===== src/logic/ldac_pkg.sv =====
// constants for the ladder reference converter control block
// assumes a 32-bit apb slave port with byte addresses
package ldac_pkg;
	localparam logic [7:0] LDAC_OFS_PRIMARY = 8'h00;
	localparam logic [7:0] LDAC_OFS_LEVEL = 8'h04;
	localparam logic [7:0] LDAC_OFS_PIN = 8'h08;
	localparam int LDAC_ADDR_W = 8;
	localparam int LDAC_LEVEL_W = 5;
	localparam int LDAC_LEVELS = 32;
	localparam int LDAC_BIT_EN = 7;
	localparam int LDAC_BIT_LPS = 6;
	localparam int LDAC_BIT_OE = 5;
	localparam int LDAC_BIT_PSS_HI = 3;
	localparam int LDAC_BIT_PSS_LO = 2;
	localparam int LDAC_BIT_NSS = 0;
	localparam logic [7:0] LDAC_PRIMARY_MASK = 8'hED;
	localparam logic [7:0] LDAC_LEVEL_MASK = 8'h1F;
	localparam logic [7:0] LDAC_PRIMARY_RST = 8'h00;
	localparam logic [4:0] LDAC_LEVEL_RST = 5'h00;
	typedef enum logic [1:0] {
		LDAC_PSRC_SUPPLY,
		LDAC_PSRC_VREF_PIN,
		LDAC_PSRC_FIXED_REF,
		LDAC_PSRC_RESERVED
	} ldac_psrc_t;
endpackage


===== src/logic/ldac_ctrl.sv =====
// ladder reference converter control: registers, source decode, pin override
// assumes apb master on pclk; analog ladder driven by the select outputs
//
// Behaviour
// - converter runs only while the enable bit is set
// - five bit level code gives 32 levels
// - output is negative source plus span times code over 32
// - pin drive enable routes the level to the output pin
// - routing overrides the pin digital driver and input detector
// - digital read of the pin returns zero while routed
// - while disabled, low-power bit set drops negative end, clear drops positive end
// - wake from sleep leaves the first control register untouched
// - reset disables, unroutes the pin and clears the level code
// - positive source field: supply, external pin, fixed reference, reserved
// - negative source bit picks external pin or ground
// - unimplemented bits read as zero
// - level code sits right-justified in the low five bits
// - outside reset, level feeds comparator and adc channel, and feeds the output pin only while routed
`timescale 1ns/1ns
module ldac_ctrl
	import ldac_pkg::*;
(
	input wire logic pclk,
	input wire logic presetn,
	input wire logic psel,
	input wire logic penable,
	input wire logic pwrite,
	input wire logic [31:0] paddr,
	input wire logic [31:0] pwdata,
	input wire logic [3:0] pstrb,
	output logic [31:0] prdata,
	output logic pready,
	output logic pslverr,
	input wire logic pin_in,
	output logic converter_active,
	output logic [LDAC_LEVEL_W-1:0] level_code,
	output logic pos_end_connected,
	output logic neg_end_connected,
	output logic src_pos_supply,
	output logic src_pos_vref_pin,
	output logic src_pos_fixed_ref,
	output logic src_neg_vref_pin,
	output logic level_to_comparator,
	output logic level_to_adc,
	output logic reference_out_pin_en,
	output logic pin_digital_override
);
	logic [7:0] primary_q, primary_d;
	logic [LDAC_LEVEL_W-1:0] level_q, level_d;
	logic [31:0] prdata_q, prdata_d;
	logic pslverr_q, pslverr_d;
	logic pready_q, pready_d;
	logic pin_s1_q, pin_s2_q;
	logic [LDAC_ADDR_W-1:0] addr;
	logic hit_primary, hit_level, hit_pin, mapped, wr_acc, rd_acc;

	assign addr = paddr[LDAC_ADDR_W-1:0];
	assign hit_primary = paddr[31:LDAC_ADDR_W] == '0 && addr == LDAC_OFS_PRIMARY;
	assign hit_level = paddr[31:LDAC_ADDR_W] == '0 && addr == LDAC_OFS_LEVEL;
	assign hit_pin = paddr[31:LDAC_ADDR_W] == '0 && addr == LDAC_OFS_PIN;
	assign mapped = hit_primary | hit_level | hit_pin;
	// zero wait states: access phase always completes in its first cycle
	assign wr_acc = psel & penable & pready_q & pwrite;
	assign rd_acc = psel & penable & pready_q & ~pwrite;

	always_comb begin
		primary_d = primary_q;
		level_d = level_q;
		prdata_d = prdata_q;
		pslverr_d = 1'b0;
		pready_d = 1'b0;
		if (psel & ~penable) begin
			pslverr_d = ~mapped;
			pready_d = 1'b1;
		end
		if (wr_acc & hit_primary & pstrb[0]) begin
			primary_d = pwdata[7:0] & LDAC_PRIMARY_MASK;
		end
		if (wr_acc & hit_level & pstrb[0]) begin
			level_d = pwdata[LDAC_LEVEL_W-1:0];
		end
		if (psel & ~penable & ~pwrite) begin
			prdata_d = '0;
			if (hit_primary) begin
				prdata_d = {24'h00_0000, primary_q};
			end else if (hit_level) begin
				prdata_d = {27'h000_0000, level_q};
			end else if (hit_pin) begin
				// routed pin always reads low
				prdata_d = {31'h0000_0000, pin_s2_q & ~primary_q[LDAC_BIT_OE]};
			end
		end
	end

	// no sleep input: wake leaves the primary register as it was
	always_ff @(posedge pclk or negedge presetn) begin
		if (!presetn) begin
			primary_q <= LDAC_PRIMARY_RST;
			level_q <= LDAC_LEVEL_RST;
			prdata_q <= '0;
			pslverr_q <= 1'b0;
			pready_q <= 1'b0;
			pin_s1_q <= 1'b0;
			pin_s2_q <= 1'b0;
		end else begin
			primary_q <= primary_d;
			level_q <= level_d;
			prdata_q <= prdata_d;
			pslverr_q <= pslverr_d;
			pready_q <= pready_d;
			pin_s1_q <= pin_in;
			pin_s2_q <= pin_s1_q;
		end
	end

	ldac_psrc_t psrc;
	logic active_d, pos_d, neg_d, sp_sup_d, sp_vref_d, sp_fix_d, sn_d, oe_d;
	assign psrc = ldac_psrc_t'(primary_q[LDAC_BIT_PSS_HI:LDAC_BIT_PSS_LO]);

	always_comb begin
		active_d = primary_q[LDAC_BIT_EN];
		// when disabled one ladder end is opened for least current
		pos_d = primary_q[LDAC_BIT_EN] | primary_q[LDAC_BIT_LPS];
		neg_d = primary_q[LDAC_BIT_EN] | ~primary_q[LDAC_BIT_LPS];
		sp_sup_d = 1'b0;
		sp_vref_d = 1'b0;
		sp_fix_d = 1'b0;
		case (psrc)
			LDAC_PSRC_SUPPLY: sp_sup_d = 1'b1;
			LDAC_PSRC_VREF_PIN: sp_vref_d = 1'b1;
			LDAC_PSRC_FIXED_REF: sp_fix_d = 1'b1;
			default: sp_sup_d = 1'b0; // reserved code connects nothing
		endcase
		sn_d = primary_q[LDAC_BIT_NSS];
		oe_d = primary_q[LDAC_BIT_OE];
	end

	// analog ladder forms vneg + (vpos - vneg) * code / 32 from these selects
	always_ff @(posedge pclk or negedge presetn) begin
		if (!presetn) begin
			converter_active <= 1'b0;
			level_code <= '0;
			pos_end_connected <= 1'b0;
			neg_end_connected <= 1'b1;
			src_pos_supply <= 1'b1;
			src_pos_vref_pin <= 1'b0;
			src_pos_fixed_ref <= 1'b0;
			src_neg_vref_pin <= 1'b0;
			level_to_comparator <= 1'b0;
			level_to_adc <= 1'b0;
			reference_out_pin_en <= 1'b0;
			pin_digital_override <= 1'b0;
		end else begin
			converter_active <= active_d;
			level_code <= level_q;
			pos_end_connected <= pos_d;
			neg_end_connected <= neg_d;
			src_pos_supply <= sp_sup_d;
			src_pos_vref_pin <= sp_vref_d;
			src_pos_fixed_ref <= sp_fix_d;
			src_neg_vref_pin <= sn_d;
			level_to_comparator <= 1'b1;
			level_to_adc <= 1'b1;
			reference_out_pin_en <= oe_d;
			pin_digital_override <= oe_d;
		end
	end

	assign prdata = prdata_q;
	// ready comes from a flop: high for the one access cycle, so no wait state is added
	assign pready = pready_q;
	assign pslverr = pslverr_q;

	// bus answer
	property p_ready;
		@(posedge pclk) disable iff (!presetn)
		psel & ~penable |=> pready;
	endproperty
	a_ready: assert property (p_ready) else $error("setup not answered");

	property p_ready_idle;
		@(posedge pclk) disable iff (!presetn)
		!psel |=> !pready;
	endproperty
	a_ready_idle: assert property (p_ready_idle) else $error("ready outside a transfer");

	property p_slverr;
		@(posedge pclk) disable iff (!presetn)
		psel & ~penable & ~mapped |=> pslverr;
	endproperty
	a_slverr: assert property (p_slverr) else $error("unmapped access not flagged");

	// stored register contents
	property p_enable;
		@(posedge pclk) disable iff (!presetn)
		wr_acc & hit_primary & pstrb[0] |-> ##2 converter_active == $past(pwdata[LDAC_BIT_EN], 2);
	endproperty
	a_enable: assert property (p_enable) else $error("enable not applied");

	property p_level;
		@(posedge pclk) disable iff (!presetn)
		wr_acc & hit_level & pstrb[0] |-> ##2 level_code == $past(pwdata[LDAC_LEVEL_W-1:0], 2);
	endproperty
	a_level: assert property (p_level) else $error("level code not applied");

	property p_primary_unimpl;
		@(posedge pclk) disable iff (!presetn)
		(primary_q & ~LDAC_PRIMARY_MASK) == '0;
	endproperty
	a_primary_unimpl: assert property (p_primary_unimpl) else $error("spare bit stored");

	// outside reset only a bus write moves the control registers; no sleep or wake event touches them
	property p_primary_hold;
		@(posedge pclk) disable iff (!presetn)
		!(wr_acc & hit_primary & pstrb[0]) |=> $stable(primary_q);
	endproperty
	a_primary_hold: assert property (p_primary_hold) else $error("primary changed alone");

	property p_level_hold;
		@(posedge pclk) disable iff (!presetn)
		!(wr_acc & hit_level & pstrb[0]) |=> $stable(level_q);
	endproperty
	a_level_hold: assert property (p_level_hold) else $error("level changed alone");

	property p_reset_state;
		@(posedge pclk)
		$rose(presetn) |-> !converter_active && level_code == '0 && !reference_out_pin_en;
	endproperty
	a_reset_state: assert property (p_reset_state) else $error("reset state wrong");

	// ladder controls follow the registers one edge later
	property p_active;
		@(posedge pclk) disable iff (!presetn)
		converter_active == $past(primary_q[LDAC_BIT_EN]);
	endproperty
	a_active: assert property (p_active) else $error("enable output wrong");

	property p_route;
		@(posedge pclk) disable iff (!presetn)
		reference_out_pin_en == $past(primary_q[LDAC_BIT_OE]);
	endproperty
	a_route: assert property (p_route) else $error("pin routing wrong");

	property p_oe;
		@(posedge pclk) disable iff (!presetn)
		pin_digital_override == $past(primary_q[LDAC_BIT_OE]);
	endproperty
	a_oe: assert property (p_oe) else $error("override differs from routing");

	property p_ends_on;
		@(posedge pclk) disable iff (!presetn)
		converter_active |-> pos_end_connected && neg_end_connected;
	endproperty
	a_ends_on: assert property (p_ends_on) else $error("enabled ladder end open");

	property p_lps;
		@(posedge pclk) disable iff (!presetn)
		!converter_active |-> pos_end_connected != neg_end_connected;
	endproperty
	a_lps: assert property (p_lps) else $error("low power end wrong");

	property p_lps_side;
		@(posedge pclk) disable iff (!presetn)
		!converter_active |-> pos_end_connected == $past(primary_q[LDAC_BIT_LPS]);
	endproperty
	a_lps_side: assert property (p_lps_side) else $error("low power side wrong");

	property p_src;
		@(posedge pclk) disable iff (!presetn)
		$onehot0({src_pos_supply, src_pos_vref_pin, src_pos_fixed_ref});
	endproperty
	a_src: assert property (p_src) else $error("two positive sources");

	property p_psrc_decode;
		@(posedge pclk) disable iff (!presetn)
		{src_pos_fixed_ref, src_pos_vref_pin, src_pos_supply} ==
			{$past(psrc) == LDAC_PSRC_FIXED_REF, $past(psrc) == LDAC_PSRC_VREF_PIN,
			$past(psrc) == LDAC_PSRC_SUPPLY};
	endproperty
	a_psrc_decode: assert property (p_psrc_decode) else $error("positive source decode wrong");

	property p_nss;
		@(posedge pclk) disable iff (!presetn)
		src_neg_vref_pin == $past(primary_q[LDAC_BIT_NSS]);
	endproperty
	a_nss: assert property (p_nss) else $error("negative source mismatch");

	property p_level_out;
		@(posedge pclk) disable iff (!presetn)
		level_code == $past(level_q);
	endproperty
	a_level_out: assert property (p_level_out) else $error("level output stale");

	property p_feed;
		@(posedge pclk) disable iff (!presetn)
		$past(presetn) |-> level_to_comparator && level_to_adc;
	endproperty
	a_feed: assert property (p_feed) else $error("level not fed to consumers");

	// reads
	property p_pinread;
		@(posedge pclk) disable iff (!presetn)
		rd_acc & hit_pin & primary_q[LDAC_BIT_OE] & $stable(primary_q) |-> prdata == '0;
	endproperty
	a_pinread: assert property (p_pinread) else $error("routed pin read nonzero");

	property p_unimpl;
		@(posedge pclk) disable iff (!presetn)
		rd_acc & hit_level |-> prdata[31:LDAC_LEVEL_W] == '0;
	endproperty
	a_unimpl: assert property (p_unimpl) else $error("unimplemented bits set");

	c_write: cover property (@(posedge pclk) wr_acc & hit_primary);
	c_route: cover property (@(posedge pclk) reference_out_pin_en);
	c_clamp: cover property (@(posedge pclk) !converter_active && level_code == 5'h1F);
	c_clamp_low: cover property (@(posedge pclk) !converter_active && !pos_end_connected);
	c_unmapped: cover property (@(posedge pclk) pslverr);
endmodule // ldac_ctrl


===== config.mk =====
export PLATFORM = sky130hd
export DESIGN_NAME = ldac_ctrl
export DESIGN_NICKNAME = d
export VERILOG_FILES = /design/src/logic/ldac_pkg.sv /design/src/logic/ldac_ctrl.sv
export SDC_FILE = /design/constraint.sdc
export NUM_CORES = 1
export LEC_CHECK = 0
export ABC_AREA = 1
export BUFFER_PORTS_ARGS = -buffer_cell sky130_fd_sc_hd__buf_2
export CORE_MARGIN = 2
export CORE_UTILIZATION = 40
export DETAILED_ROUTE_END_ITERATION = 16
export PLACE_DENSITY = 0.88
export SYNTH_ARGS = -nofsm -noshare
export SYNTH_HDL_FRONTEND = slang
export SYNTH_SLANG_ARGS = --single-unit

===== constraint.sdc =====
create_clock -name pclk -period 1.2 [get_ports pclk]
set_input_delay 0 -clock pclk [delete_from_list [all_inputs] [get_ports pclk]]
set_output_delay 0 -clock pclk [all_outputs]
set_load 0.03 [all_outputs]

==> results.yml <==
critical_path:
  crit_arrival_ns: 1.32
  cp_max_fo: 10
  cp-end-kind: "flop"
  critPathRequiredTime_ns: 1.37
  start_kind: "flop"
  worstSetupPathType: "flop to flop"
place:
  io_buffers: 72
  gp_congestion: 0.776
  dpl_cell_area_sq_mm: 0.00207
  place_hpwl_mm: 2.73
grt:
  grt_max_degree: 20
  grt_pass1_wl_mm: 5.72
  gr-total-overflow: 0
  track_usage_pct: 15.1
  antenna_found_initial: 0
  first_global_vias: 1326
worst_hold_path:
  hold_path_class: "primary input to flop"
job:
  maxCapViolations: 0
route:
  drc_errors: 0
  routedWlPerCell_um: 10.9
  vias: 1430
  routed_wl_mm: 3.63
  vias_per_cell: 4.29
  first_pass_iters: 4
  drt_iter0_drc: 74
  postRouteAntennaNets: 0
sta:
  fmax_mhz: 871
  fin_crit_sh_pct: 95.7
  min_period_ns: 1.15
  hold_viol_final: 0
  setup_violations: 0
  slew_viol_final: 0
  grt_setup_unrepaired: "no"
  fin_setup_tns_ns: 0
  whs_ns: 0.0969
  skew_ns: 0.00285
run_status:
  status: "completed"
yosys:
  synth_seq_area_share_pct: 54.8
  avgSynthCellArea_sq_um: 9.11
  syn-instance-count: 186
  ys_ff_latch: 37
  ys_warn_count: 0
  netlist-cell-type-count: 21
  synth_area_sq_mm: 0.00169
die:
  start_util_pct: 42.0
  fp.dieArea_sq_mm: 0.00477
  die_w_um: 69.1
  core_sq_mm: 0.00403
  rows: 23
  io_pins: 124
  die_h_um: 69.1
cts:
  htree_levels: 2
  cts_num_sinks: 37
  cts_tree: "yes"
  cts_root_buf: "clkbuf_8"
  clock_path_buffers: 2
  cts_made_buffers: 5
  clkTransAtPathRegs_ns: 0.07
  insertion_delay_ns: 0.28
power_and_ir_drop:
  p_leak_uw: 0.00129
  total_power_uw: 2520
  ir_drop_mv: 0.419
  powerDensity_mw_per_mm2: 1090
final_layout:
  layout_common_cells: "buf_2, nand2_1, dfrtp_1"
  antenna_cells: 0
  finish.utilization_pct: 57.5
  nNetsFinal: 356
  drive_gt1_share_pct: 38.5
  fin_area_sq_mm: 0.00232
  final_common_cell: "buf_2"
  area_growth_pct: 36.9
==> final cells by class <==
cell class              instances  area (sq um)
clock buffers                   7          96.3
clock inverters                 1          5.00
fillers                       353          1710
inverters                      17          63.8
multi-input cells             128           612
flip-flops and latches         37           930
well taps                      50          62.6
repair buffers                 93           549
==> registers in the layout, summed over array words and instances, names as in the netlist, 5 cells and up <==
register / count
prdata: 8
primary_q: 6
level_q: 5
level_code: 5
==> power breakdown <==
| group | internal (uW) | total, uW | switching (uW) |
|---|---|---|---|
| Combinational | 113 | 331 | 219 |
| Clock | 518 | 922 | 404 |
| Sequential | 1260 | 1270 | 5.67 |
==> per-layer routing <==
metal / track usage [%] / up-vias / wire, um
li1: - / 720 / -
met1: 16.9 / 640 / 1430
met2: 25.5 / 59 / 1850
met3: 4.24 / 11 / 234
met4: 8.71 / 0 / 108
met5: 0 / - / 0
==> Yosys cell counts <==
| cell type | number | share of area [%] |
|---|---|---|
| dfrtp_1 | 35 | 52 |
| dfstp_2 | 2 | 3.1 |
| conb_1 | 2 | 0.44 |
| nor2_1 | 29 | 6.4 |
| o21ai_1 | 10 | 3.0 |
| inv_1 | 17 | 3.8 |
| nand3_2 | 2 | 1.2 |
| nand4_1 | 1 | 0.37 |
| o21ai_2 | 5 | 2.6 |
| buf_6 | 1 | 0.66 |
| buf_4 | 26 | 12 |
| nand2_2 | 1 | 0.37 |
| nand2_1 | 37 | 8.2 |
| or2_2 | 2 | 0.74 |
| nor2_2 | 1 | 0.37 |
| nand3_1 | 9 | 2.7 |
| and3_1 | 1 | 0.37 |
| o21ai_0 | 2 | 0.59 |
| a21oi_1 | 1 | 0.30 |
| a21oi_2 | 1 | 0.52 |
| nor2_8 | 1 | 1.2 |
==> final timing paths <==
kind / start / end / slack (ns) / cells past startpoint
hold reg to reg: pin_s1_q$_DFF_PN0_ / pin_s2_q$_DFF_PN0_ / 0.35 / 0
setup / recovery: pready$_DFF_PN0_ / level_q[2]$_DFFE_PN0P_ / 0.05 / 6
setup reg to reg: pready$_DFF_PN0_ / level_q[2]$_DFFE_PN0P_ / 0.05 / 6
min in group asynchronous: presetn / prdata[1]$_DFFE_PN0P_ / 0.17 / 2
hold / removal: pwrite / prdata[5]$_DFFE_PN0P_ / 0.1 / 4
max in group asynchronous: presetn / neg_end_connected$_DFF_PN1_ / 0.47 / 3
==> critical path, cell delays in order (launching register included) <==
cell and delay [ns]:
dfrtp_2 0.37, nand3_2 0.09, nor2_4 0.17, buf_4 0.14, nand3_4 0.12, nand2_2 0.09
o21ai_1 0.06
==> logic make-up after synthesis <==
group / Yosys count / share of synthesized area [%]
other: 2 / 0.443
flip-flops: 37 / 54.8
AO/OA/AOI/OAI: 19 / 6.94
AND/OR/NAND/NOR: 84 / 21.9
buffers and inverters: 44 / 16.0
==> what timing repair did <==
item,CTS,global route
hold buffers,11,0
buffers inserted,0,1
resized for setup,3,4
hold endpoints to repair,48,0
setup endpoints to repair,8,8
pin swaps,0,2
==> per-stage QoR <==
step | cells | setup WS, ns
2_1_floorplan | 209 | 0.0183
3_3_place_gp | 313 | -0.0344
3_5_place_dp | 313 | -0.0696
4_1_cts | 332 | 0.0574
5_1_grt | 333 | 0.00557
6_report | 333 | 0.0517
(Power assumes the default switching activity.)
